**config.mk**
```make
export PLATFORM = sky130hd
export DESIGN_NAME = fapd_ctrl
export DESIGN_NICKNAME = d
export VERILOG_FILES = /design/src/verilog/fapd_pkg.sv /design/src/verilog/fapd_ctrl.sv
export SDC_FILE = /design/constraint.sdc
export NUM_CORES = 1
export LEC_CHECK = 0
export BUFFER_PORTS_ARGS = -buffer_cell sky130_fd_sc_hd__buf_2
export CAP_MARGIN = 20
export CORE_UTILIZATION = 50
export DETAILED_ROUTE_END_ITERATION = 10
export PLACE_DENSITY = 0.92
export SLEW_MARGIN = 20
export SYNTH_ARGS = -nofsm -noshare
export SYNTH_HDL_FRONTEND = slang
export SYNTH_SLANG_ARGS = --single-unit
```
**constraint.sdc**
```tcl
create_clock -name hclk -period 4.7 [get_ports hclk]
set_input_delay 0.705 -clock hclk [delete_from_list [all_inputs] [get_ports hclk]]
set_output_delay 0.705 -clock hclk [all_outputs]
set_load 0.02 [all_outputs]
```
**src/verilog/fapd_pkg.sv**
```systemverilog
// Shared constants and carriers for the floppy auto powerdown controller.
package fapd_pkg;

  // Register indices; byte address is four times the index.
  localparam logic [3:0] IDX_STATUS_A  = 4'h0;
  localparam logic [3:0] IDX_STATUS_B  = 4'h1;
  localparam logic [3:0] IDX_DRV_OUT   = 4'h2;
  localparam logic [3:0] IDX_RATE_MAIN = 4'h4;
  localparam logic [3:0] IDX_CMD_DATA  = 4'h5;
  localparam logic [3:0] IDX_DIN_CCR   = 4'h7;
  localparam logic [3:0] IDX_PD_CFG    = 4'h8;
  localparam logic [3:0] IDX_PD_STAT   = 4'h9;

  // Field positions.
  localparam int DOR_MOTOR_LO = 4;
  localparam int DOR_MOTOR_HI = 7;
  localparam int DOR_NRESET   = 2;
  localparam int DSR_SWRESET  = 7;
  localparam int DSR_PDOWN    = 6;
  localparam int CFG_AUTO_EN  = 0;
  localparam int CFG_DIRECT   = 1;

  // Reset values.
  localparam logic [7:0] DOR_RESET = 8'h04;
  localparam logic [7:0] DSR_RESET = 8'h02;
  localparam logic [7:0] CCR_RESET = 8'h02;
  localparam logic [1:0] CFG_RESET = 2'h0;

  // Idle main status value.
  localparam logic [7:0] MSR_IDLE = 8'h80;

  // Timing.
  localparam int CLK_HZ     = 20000000;
  localparam int PD_TIME_MS = 10;
  localparam int PD_CYCLES  = PD_TIME_MS * (CLK_HZ / 1000);

  // Powerdown states.
  typedef enum logic [1:0] {
    ST_RUN,
    ST_AUTO_PD,
    ST_DIRECT_PD
  } fapd_state_e;

  // Drive outputs that float in powerdown, active low.
  typedef struct packed {
    logic [3:0] motor_n;
    logic [3:0] sel_n;
    logic       wdata_n;
    logic       wgate_n;
  } fapd_drv_s;

  // Drive outputs that stay active in powerdown.
  typedef struct packed {
    logic       dir_n;
    logic       step_n;
    logic       hdsel_n;
    logic [1:0] density;
  } fapd_act_s;

endpackage : fapd_pkg

```
**src/verilog/fapd_ctrl.sv**
```systemverilog
// Floppy controller auto powerdown and wake sequencer with an AHB-Lite register slave.
//
// The implementer's own choice: the AHB-Lite slave port.
`timescale 1ns/1ps
`default_nettype none

module fapd_ctrl #(
  parameter int PD_CYCLES = fapd_pkg::PD_CYCLES
) (
  // Clock, reset and clock enable.
  input  wire logic             hclk,
  input  wire logic             hresetn,
  input  wire logic             ce,
  // AHB-Lite slave.
  input  wire logic             hsel,
  input  wire logic [31:0]      haddr,
  input  wire logic [1:0]       htrans,
  input  wire logic             hwrite,
  input  wire logic [2:0]       hsize,
  input  wire logic [31:0]      hwdata,
  input  wire logic             hready,
  output logic                  hreadyout,
  output logic                  hresp,
  output logic [31:0]           hrdata,
  // Status from the controller core.
  input  wire logic [7:0]       status_a,
  input  wire logic [7:0]       status_b,
  input  wire logic [7:0]       main_status,
  input  wire logic [7:0]       drive_input_status,
  input  wire logic [7:0]       cmd_rd_data,
  input  wire logic             core_int,
  input  wire logic             head_unload_expired,
  // Drive signals produced by the core.
  input  wire logic             core_wdata_n,
  input  wire logic             core_wgate_n,
  input  wire fapd_pkg::fapd_act_s core_act,
  // Controls toward the core.
  output logic [7:0]            drive_output_control,
  output logic [7:0]            rate_select,
  output logic [7:0]            rate_config_control,
  output logic                  cmd_wr_strobe,
  output logic                  cmd_rd_strobe,
  output logic [7:0]            cmd_wr_data,
  output logic                  core_reset,
  output logic                  fdc_powered_down,
  // Drive pins.
  output fapd_pkg::fapd_drv_s   drv,
  output fapd_pkg::fapd_drv_s   drv_oe,
  output fapd_pkg::fapd_act_s   act
);

  localparam int TW = $clog2(PD_CYCLES + 1);
  localparam logic [TW-1:0] T_LAST = TW'(PD_CYCLES - 1);

  fapd_pkg::fapd_state_e state;
  fapd_pkg::fapd_state_e next_state;

  logic          dphase;
  logic          dwait;
  logic          a_write;
  logic [3:0]    a_idx;
  logic          a_map;
  logic [7:0]    dor_q;
  logic [7:0]    dsr_q;
  logic [7:0]    ccr_q;
  logic [1:0]    cfg_q;
  logic [TW-1:0] tcnt;
  logic          t_done;
  logic          wr_dor;
  logic          wr_dsr;
  logic          wr_ccr;
  logic          wr_cfg;
  logic          rd_msr;
  logic          acc_data;
  logic          motor_wake;
  logic          sw_reset;
  logic          wake;
  logic          auto_en;
  logic          direct_pd;
  logic          conds;
  logic          in_pd;
  logic [7:0]    rd_byte;

  // Address phase is taken when selected with a non-sequential or sequential transfer.
  always_ff @(posedge hclk or negedge hresetn) begin
    if (!hresetn) begin
      dphase  <= 1'b0;
      a_write <= 1'b0;
      a_idx   <= 4'h0;
      a_map   <= 1'b0;
    end else if (ce) begin
      if (hready && hsel && htrans[1]) begin
        dphase  <= 1'b1;
        a_write <= hwrite;
        a_idx   <= haddr[5:2];
        a_map   <= (haddr[31:6] == 26'h0) && (haddr[1:0] == 2'h0);
      end else if (hreadyout) begin
        dphase  <= 1'b0;
      end
    end
  end

  // The data phase holds one wait cycle so that read data comes from a flop.
  always_ff @(posedge hclk or negedge hresetn) begin
    if (!hresetn) begin
      hreadyout <= 1'b1;
      dwait     <= 1'b0;
    end else if (ce) begin
      if (hready && hsel && htrans[1]) begin
        hreadyout <= 1'b0;
        dwait     <= 1'b1;
      end else begin
        hreadyout <= 1'b1;
        dwait     <= 1'b0;
      end
    end
  end

  // Every access completes with an OKAY response.
  always_ff @(posedge hclk or negedge hresetn) begin
    if (!hresetn) begin
      hresp <= 1'b0;
    end else if (ce) begin
      hresp <= 1'b0;
    end
  end

  // Decode of the wait cycle, where write data and read sources are valid.
  assign wr_dor   = dwait && a_map && a_write && (a_idx == fapd_pkg::IDX_DRV_OUT);
  assign wr_dsr   = dwait && a_map && a_write && (a_idx == fapd_pkg::IDX_RATE_MAIN);
  assign wr_ccr   = dwait && a_map && a_write && (a_idx == fapd_pkg::IDX_DIN_CCR);
  assign wr_cfg   = dwait && a_map && a_write && (a_idx == fapd_pkg::IDX_PD_CFG);
  assign rd_msr   = dwait && a_map && !a_write && (a_idx == fapd_pkg::IDX_RATE_MAIN);
  assign acc_data = dwait && a_map && (a_idx == fapd_pkg::IDX_CMD_DATA);

  // Wake and reset sources; other writes to these registers do not wake from auto powerdown.
  assign motor_wake = wr_dor
                   && (hwdata[fapd_pkg::DOR_MOTOR_HI:fapd_pkg::DOR_MOTOR_LO] != 4'h0);
  assign sw_reset   = (wr_dor && !hwdata[fapd_pkg::DOR_NRESET])
                   || (wr_dsr && hwdata[fapd_pkg::DSR_SWRESET]);
  assign wake       = motor_wake || rd_msr || acc_data || sw_reset;

  assign auto_en   = cfg_q[fapd_pkg::CFG_AUTO_EN];
  assign direct_pd = dsr_q[fapd_pkg::DSR_PDOWN] || cfg_q[fapd_pkg::CFG_DIRECT];
  assign in_pd     = (state != fapd_pkg::ST_RUN);

  // Idle conditions use the values the core currently sees.
  assign conds = (drive_output_control[fapd_pkg::DOR_MOTOR_HI:fapd_pkg::DOR_MOTOR_LO] == 4'h0)
              && (main_status == fapd_pkg::MSR_IDLE) && !core_int
              && head_unload_expired;

  // Host copies of the written registers; stored at once, even in powerdown.
  always_ff @(posedge hclk or negedge hresetn) begin
    if (!hresetn) begin
      dor_q <= fapd_pkg::DOR_RESET;
      dsr_q <= fapd_pkg::DSR_RESET;
      ccr_q <= fapd_pkg::CCR_RESET;
      cfg_q <= fapd_pkg::CFG_RESET;
    end else if (ce) begin
      if (wr_dor) begin
        dor_q <= hwdata[7:0];
      end
      if (wr_dsr) begin
        dsr_q <= hwdata[7:0];
      end else if (sw_reset) begin
        dsr_q[fapd_pkg::DSR_PDOWN] <= 1'b0;
      end
      if (wr_ccr) begin
        ccr_q <= hwdata[7:0];
      end
      if (wr_cfg) begin
        cfg_q <= hwdata[1:0];
      end
    end
  end

  // The core sees new register values only while awake.
  always_ff @(posedge hclk or negedge hresetn) begin
    if (!hresetn) begin
      drive_output_control <= fapd_pkg::DOR_RESET;
      rate_select          <= fapd_pkg::DSR_RESET;
      rate_config_control  <= fapd_pkg::CCR_RESET;
    end else if (ce) begin
      if (!in_pd) begin
        drive_output_control <= dor_q;
        rate_select          <= dsr_q;
        rate_config_control  <= ccr_q;
      end
    end
  end

  // Auto powerdown timer counts only while enabled, awake and idle.
  always_ff @(posedge hclk or negedge hresetn) begin
    if (!hresetn) begin
      tcnt <= '0;
    end else if (ce) begin
      if (state != fapd_pkg::ST_RUN || !auto_en || !conds || direct_pd || wake) begin
        tcnt <= '0;
      end else if (tcnt != T_LAST) begin
        tcnt <= tcnt + TW'(1);
      end
    end
  end

  assign t_done = (tcnt == T_LAST);

  // Powerdown state selection.
  always_comb begin
    next_state = state;
    case (state)
      fapd_pkg::ST_RUN: begin
        if (direct_pd) begin
          next_state = fapd_pkg::ST_DIRECT_PD;
        end else if (auto_en && conds && t_done && !wake) begin
          next_state = fapd_pkg::ST_AUTO_PD;
        end
      end
      fapd_pkg::ST_AUTO_PD: begin
        if (direct_pd) begin
          next_state = fapd_pkg::ST_DIRECT_PD;
        end else if (wake || !auto_en) begin
          next_state = fapd_pkg::ST_RUN;
        end
      end
      fapd_pkg::ST_DIRECT_PD: begin
        if (!direct_pd) begin
          next_state = fapd_pkg::ST_RUN;
        end
      end
      default: begin
        next_state = fapd_pkg::ST_RUN;
      end
    endcase
  end

  // State register.
  always_ff @(posedge hclk or negedge hresetn) begin
    if (!hresetn) begin
      state <= fapd_pkg::ST_RUN;
    end else if (ce) begin
      state <= next_state;
    end
  end

  // Powerdown flag toward the core.
  always_ff @(posedge hclk or negedge hresetn) begin
    if (!hresetn) begin
      fdc_powered_down <= 1'b0;
    end else if (ce) begin
      fdc_powered_down <= (next_state != fapd_pkg::ST_RUN);
    end
  end

  // Core reset is held through hardware reset and pulsed for software reset.
  always_ff @(posedge hclk or negedge hresetn) begin
    if (!hresetn) begin
      core_reset <= 1'b1;
    end else if (ce) begin
      core_reset <= sw_reset;
    end
  end

  // Command data strobes toward the core.
  always_ff @(posedge hclk or negedge hresetn) begin
    if (!hresetn) begin
      cmd_wr_strobe <= 1'b0;
      cmd_rd_strobe <= 1'b0;
      cmd_wr_data   <= 8'h00;
    end else if (ce) begin
      cmd_wr_strobe <= acc_data && a_write;
      cmd_rd_strobe <= acc_data && !a_write;
      if (acc_data && a_write) begin
        cmd_wr_data <= hwdata[7:0];
      end
    end
  end

  // Read multiplexer; status inputs are live even in powerdown.
  always_comb begin
    rd_byte = 8'h00;
    if (a_map) begin
      case (a_idx)
        fapd_pkg::IDX_STATUS_A:  rd_byte = status_a;
        fapd_pkg::IDX_STATUS_B:  rd_byte = status_b;
        fapd_pkg::IDX_DRV_OUT:   rd_byte = drive_output_control;
        fapd_pkg::IDX_RATE_MAIN: rd_byte = main_status;
        fapd_pkg::IDX_CMD_DATA:  rd_byte = cmd_rd_data;
        fapd_pkg::IDX_DIN_CCR:   rd_byte = drive_input_status;
        fapd_pkg::IDX_PD_CFG:    rd_byte = {6'h00, cfg_q};
        fapd_pkg::IDX_PD_STAT:   rd_byte = {4'h0, t_done, conds,
                                            (state == fapd_pkg::ST_DIRECT_PD),
                                            (state == fapd_pkg::ST_AUTO_PD)};
        default:                 rd_byte = 8'h00;
      endcase
    end
  end

  // Read data is registered in the wait cycle and held until the next read.
  always_ff @(posedge hclk or negedge hresetn) begin
    if (!hresetn) begin
      hrdata <= 32'h0000_0000;
    end else if (ce) begin
      if (dwait && !a_write) begin
        hrdata <= {24'h00_0000, rd_byte};
      end
    end
  end

  // Drive pins: floating group released in powerdown, active group passed through.
  always_ff @(posedge hclk or negedge hresetn) begin
    if (!hresetn) begin
      drv    <= '1;
      drv_oe <= '0;
      act    <= '1;
    end else if (ce) begin
      drv.motor_n <= ~drive_output_control[fapd_pkg::DOR_MOTOR_HI:fapd_pkg::DOR_MOTOR_LO];
      drv.sel_n   <= ~(4'h1 << drive_output_control[1:0]);
      drv.wdata_n <= core_wdata_n;
      drv.wgate_n <= core_wgate_n;
      drv_oe      <= (next_state != fapd_pkg::ST_RUN) ? '0 : '1;
      act         <= core_act;
    end
  end

endmodule : fapd_ctrl

`default_nettype wire

```
# ---- Yosys cells after proc, flatten, opt, wreduce, memory -nomap -nowiden
# Cells that the tools add are included.
dict set report classes {
  eq_ne 12
  add_sub_neg 1
  n_reduce_logical 60
  n_mux 15
  bitwise 3
  n_shift 1
}
# op count
set op_table {}
lappend op_table {{one-hot mux 8 bit (8 select lines)} 1}
lappend op_table {{2-to-1 mux 18 bit} 2}
lappend op_table {{logical NOT 26 bit} 1}
lappend op_table {{logical AND 1 bit} 24}
lappend op_table {{AND reduction 2 bit} 10}
lappend op_table {{adder 18 x 1 -> 18 bit, second input constant} 1}
lappend op_table {{equality test 18 bit, second input constant} 1}
lappend op_table {{!= test 18 bit, second input constant} 1}
lappend op_table {{equality test 4 x 3 -> 1 bit, second input constant} 3}
lappend op_table {{logical OR 1 bit} 10}
lappend op_table {{2-to-1 mux 10 bit} 1}
lappend op_table {{2-to-1 mux 2 bit} 5}
lappend op_table {{equality test 4 bit, second input constant} 2}
lappend op_table {{equality test 8 bit, second input constant} 1}
lappend op_table {{logical NOT 4 bit} 2}
lappend op_table {{2-to-1 mux 8 bit} 1}
lappend op_table {{inverter 4 bit} 2}
lappend op_table {{nonzero test 2 bit} 4}
lappend op_table {{logical NOT 1 bit} 6}
lappend op_table {{one-hot mux 2 bit (3 select lines)} 1}
lappend op_table {{equality test 4 x 1 -> 1 bit, second input constant} 1}
lappend op_table {{equality test 4 x 2 -> 1 bit, second input constant} 1}
lappend op_table {{logical NOT 2 bit} 2}
lappend op_table {{2-to-1 mux 1 bit} 4}
lappend op_table {{other kinds (5)} 5}
dict set report totals {
  in_bits 124
  reg_bits 123
  output_inout_bits 95
  elab_cells 125
}

# ---- Depth between registers and ports, before layout
dict set report depth {
  depth_word 14
  depth_mapped 8
  depth_no_buf 7
}

# ---- Worst setup path after synthesis
# OpenSTA, ideal clock, no wires.
dict set report synth_path {
  path_kind {input-to-reg}
  start {input main_status[1]}
  end {register tcnt[12]}
  path_buffers 1
  arrival_time_ps 2047
  setup_slack_ps 2558
  stages 7
  required_ps 4605
  setup_ps 95
  cell_sequence {nor4b_1 -> nand4_1 -> or3_1 -> o21a_4 -> buf_6 -> nand3b_1 -> o31ai_1}
}
dict set report synth_between {
  elab_chain_len 10
  elab_cells_between_ends 11
  classes_between {eq/ne (1); mux (1); reduce/logical (9)}
}
# element line_no
set synth_rtl {}
lappend synth_rtl {{start, declared} fapd_ctrl.sv:28} ;# input wire logic [7:0] main_status,
lappend synth_rtl {{equality test 8 bit *} fapd_ctrl.sv:149} ;# && (main_status == fapd_pkg::MSR_IDLE) && !core_int
lappend synth_rtl {{logical AND 1 bit * (2 in series)} fapd_ctrl.sv:149}
lappend synth_rtl {{logical AND 1 bit *} fapd_ctrl.sv:150} ;# && head_unload_expired;
lappend synth_rtl {{logical NOT 1 bit *} fapd_ctrl.sv:197} ;# if (state != fapd_pkg::ST_RUN || !auto_en || !conds || direct_pd || wake) begin
lappend synth_rtl {{logical OR 1 bit * (3 in series)} fapd_ctrl.sv:197}
lappend synth_rtl {{nonzero test 2 bit (no source line)} n/a}
lappend synth_rtl {{AND reduction 2 bit (no source line)} n/a}
lappend synth_rtl {{end signal, assigned} fapd_ctrl.sv:200} ;# tcnt <= tcnt + TW'(1);
lappend synth_rtl {{end, declared} fapd_ctrl.sv:67} ;# logic [TW-1:0] tcnt;
# Every way passes the cells marked *; elsewhere a longest branch is shown, timed or not.
# A chain may end at the register's enable or synchronous reset.

# ---- Worst setup path after layout
dict set report layout_path {
  start {register a_idx[1]}
  end {register tcnt[0]}
}
dict set report layout_between {
  elab_chain_len 9
  elab_cells_between_ends 18
  classes_between {eq/ne (3); mux (1); reduce/logical (14)}
}
# element line_no
set layout_rtl {}
lappend layout_rtl {{start, declared} fapd_ctrl.sv:61} ;# logic [3:0] a_idx;
lappend layout_rtl {{start signal, assigned} fapd_ctrl.sv:95} ;# a_idx <= haddr[5:2];
lappend layout_rtl {{equality test 4 x 2 -> 1 bit} fapd_ctrl.sv:129} ;# assign wr_dor = dwait && a_map && a_write && (a_idx == fapd_pkg::IDX_DRV_OUT);
lappend layout_rtl {{logical AND 1 bit} fapd_ctrl.sv:129}
lappend layout_rtl {{logical AND 1 bit} fapd_ctrl.sv:138} ;# && (hwdata[fapd_pkg::DOR_MOTOR_HI:fapd_pkg::DOR_MOTOR_LO] != 4'h0);
lappend layout_rtl {{logical OR 1 bit (2 in series)} fapd_ctrl.sv:141} ;# assign wake = motor_wake || rd_msr || acc_data || sw_reset;
lappend layout_rtl {{logical OR 1 bit *} fapd_ctrl.sv:141}
lappend layout_rtl {{logical OR 1 bit *} fapd_ctrl.sv:197}
lappend layout_rtl {{nonzero test 2 bit (no source line)} n/a}
lappend layout_rtl {{AND reduction 2 bit (no source line)} n/a}
# Marked as above.

==> flow_summary.toml <==
[outcome]
outcome = "complete, no violations"

[cts]
insertion_delay_ps = 520
ctsHoldBuffers = 0
numCtsBuffers = 17
numClockSinks = 114
postCtsSetupBuffers = 0
cts_root_buf = "clkbuf_8"
cts_max_level = 4
cts_tree = "built"
path_clk_slew_ps = 60
ctsLongestPathBuffers = 2
cts_resized = 0

[timing]
max_slew_margin = 0.440
period_minus_slack_ps = 2550
period_share = 0.542
max_freq_mhz = 392
final-hold-violation-count = 0
rsz0062_at_grt = "no"
fin_setup_tns_ps = 0
holdWs_ps = 234
fin_ws_ps = 2150
fin_skew_ps = 5.60
setup_viol = 0
worst_pin_slew_ps = 841
drv_slew = 0

[global_routing]
grt_pass1_wl_um = 23200
grt_pass1_vias = 4753
grt_start_max_net_pins = 89
grt-ovfl-total = 0
antenna_found_initial = 1
track_usage = 0.266

[synth]
syn-cell-area_um2 = 5560
ys.flop_type = "dfrtp_1"
async_reset_ff_frac = 1.00
yosys.cell_count.top_type = "dfrtp_1"
synthCells = 494
synth.largest_area_cell = "dfrtp_1"
yosys_warnings = 0
synth_common_cells = "dfrtp_1 (91), mux2_2 (69), buf_4 (34), nand2_1 (32), nor2_1 (28)"
synth_top_cell_area_share = 0.410
synth_edf_count = 0
ys_ff_latch = 114
seq_area_frac_synth = 0.518
netlist_top_cells_area = "dfrtp_1 (41%), mux2_2 (14%), dfstp_2 (11%)"
yosysUniqueCellTypes = 61
syn_avg_cell_area_um2 = 11.3

[worst_setup_path]
crit_slowest_cell = "dfrtp_1"
cp.required_ps = 5090
r2r-start = "a_idx[1]$_DFFE_PN0P_"
r2r_slack_ps = 2150
start_kind = "flop"
crit_fanout = 23
path_cells = "or4b_4, a211oi_1, a311o_2, nor2_2, a21oi_1, mux2i_1"
max_stage_delay_ps = 890
crit_family = "flip-flops"
path_buf_inv = 0
reg2reg_depth = 6
crit_type = "flop to flop"
r2r_end = "tcnt[0]$_DFFE_PN0P_"
end_kind = "flop"
cp.arrival_ps = 2940

[cells_and_area]
nets = 776
seqCellArea_um2 = 2880
multiInputGateArea_um2 = 2340
diodes = 0
postLayoutCoreUtil = 0.641
drive_gt1_frac = 0.456
design_area_um2 = 6950
area_growth_pct = 25.0
num-fill-cells = 801

[placement]
gp_congestion = 0.892
place_area_um2 = 6320
dpl_worst_slack_ps = 2120
portBuffers = 165
hpwl_um = 10400

[routing]
drtPass1Iterations = 8
finalWirelength_um = 14700
antenna_left = 0
route.detailed.drc = 0
dr_total_vias = 4666
drt_iter0_drc = 414
wl_per_cell_um = 18.3
via_per_inst = 5.80

[floorplan]
die_x_um = 107
core_um2 = 10800
initial_utilization = 0.513
dieHeight_um = 107
die-area_um2 = 11500
num_io_pins = 219
core.rowCount = 38

[pwr]
p_leak_nw = 3.39
peakVddDrop_uv = 298
power.density_nw_per_um2 = 381

[worst_hold_path]
min_path_type = "input port to async pin"

[job]
max_cap_viol_count = 0
cell usage in the layout (no fill, tap or decap), types with 3 or more instances in the layout:
cell         n
o21a_1       3
clkinv_4     4
xor2_1       4
and3_1       4
buf_2      164
nand2_1     32
a31oi_1      5
clkinv_2     3
or3_1        7
a21oi_1     18
dfstp_2     23
mux2_2      69
o31ai_1      3
nor2_1      28
mux2i_1     10
conb_1      25
bufinv_16    4
clkbuf_16   16
a221oi_1     4
o21ai_0     24
nor3_1       6
nand3_1     10
nand3b_1     4
o22ai_1      4
buf_4        3
dfrtp_1     91
nor4b_1      5
inv_1       18
nand4_1     10
nor4_1      10
a22o_1       4
cell families (layout without fill, tap and decap cells):
kind of cell / count (synthesis) / count (layout) / share of synthesized area
simple gates: 134 / 134 / 0.129
mux: 81 / 81 / 0.166
xor+xnor: 5 / 5 / 0.00788
fa+ha+maj: 1 / 1 / 0.00225
flops: 114 / 114 / 0.518
compound gates: 83 / 83 / 0.0979
other cells: 1 / 25 / 0.000674
buf+inv: 75 / 221 / 0.0779
worst max path at each step:
stage	cells after the start	from	end
final	6	a_idx[1]$_DFFE_PN0P_	tcnt[0]$_DFFE_PN0P_
after global routing	3	a_idx[1]$_DFFE_PN0P_	dsr_q[4]$_DFFE_PN0P_
after CTS	6	a_idx[1]$_DFFE_PN0P_	tcnt[0]$_DFFE_PN0P_
after detailed placement	5	ce	ccr_q[0]$_DFFE_PN0P_
after global placement	5	ce	ccr_q[2]$_DFFE_PN0P_
after floorplan	7	main_status[1]	tcnt[12]$_DFFE_PN0P_
where the power goes:
part	total [mW]	switching, mW	leakage (nW)	internal, mW
sequential	1.06	0.0519	1.50	1.01
clock	1.31	0.454	0.292	0.857
combinational	0.276	0.159	1.60	0.117
total	2.65	0.665	3.39	1.98
state kept, by name, indices dropped and copies added (netlist names), 2 cells and up:
signal	flops
tcnt	18
act	5
cfg_q	2
hrdata	8
a_idx	4
cmd_wr_data	8
rate_select	8
dor_q	8
state	2
dsr_q	8
ccr_q	8
rate_config_control	8
drv	10
drive_output_control	8
metal layers:
| layer | up-vias | GRT usage | wire, um |
|---|---|---|---|
| li1 | 2047 | - | - |
| met1 | 2293 | 0.330 | 5760 |
| met2 | 274 | 0.423 | 7200 |
| met3 | 50 | 0.0817 | 1310 |
| met4 | 2 | 0.130 | 466 |
| met5 | - | 0 | 13 |
metrics by stage:
stage                     power (mW)  cells
after floorplan                 1.25    518
after global placement          1.33    771
after detailed placement        1.34    771
after CTS                       2.66    803
after global routing            2.73    804
final                           2.65    804
cell type report:
cell class,instances,area share
clock buffer,18,0.0601
clock inverter,14,0.0272
tap,140,0.0252
timing repair buffer,169,0.125
multi-input combinational,329,0.337
sequential,114,0.415
inverter,20,0.0108
No activity file was read; power rests on OpenSTA's default activity.
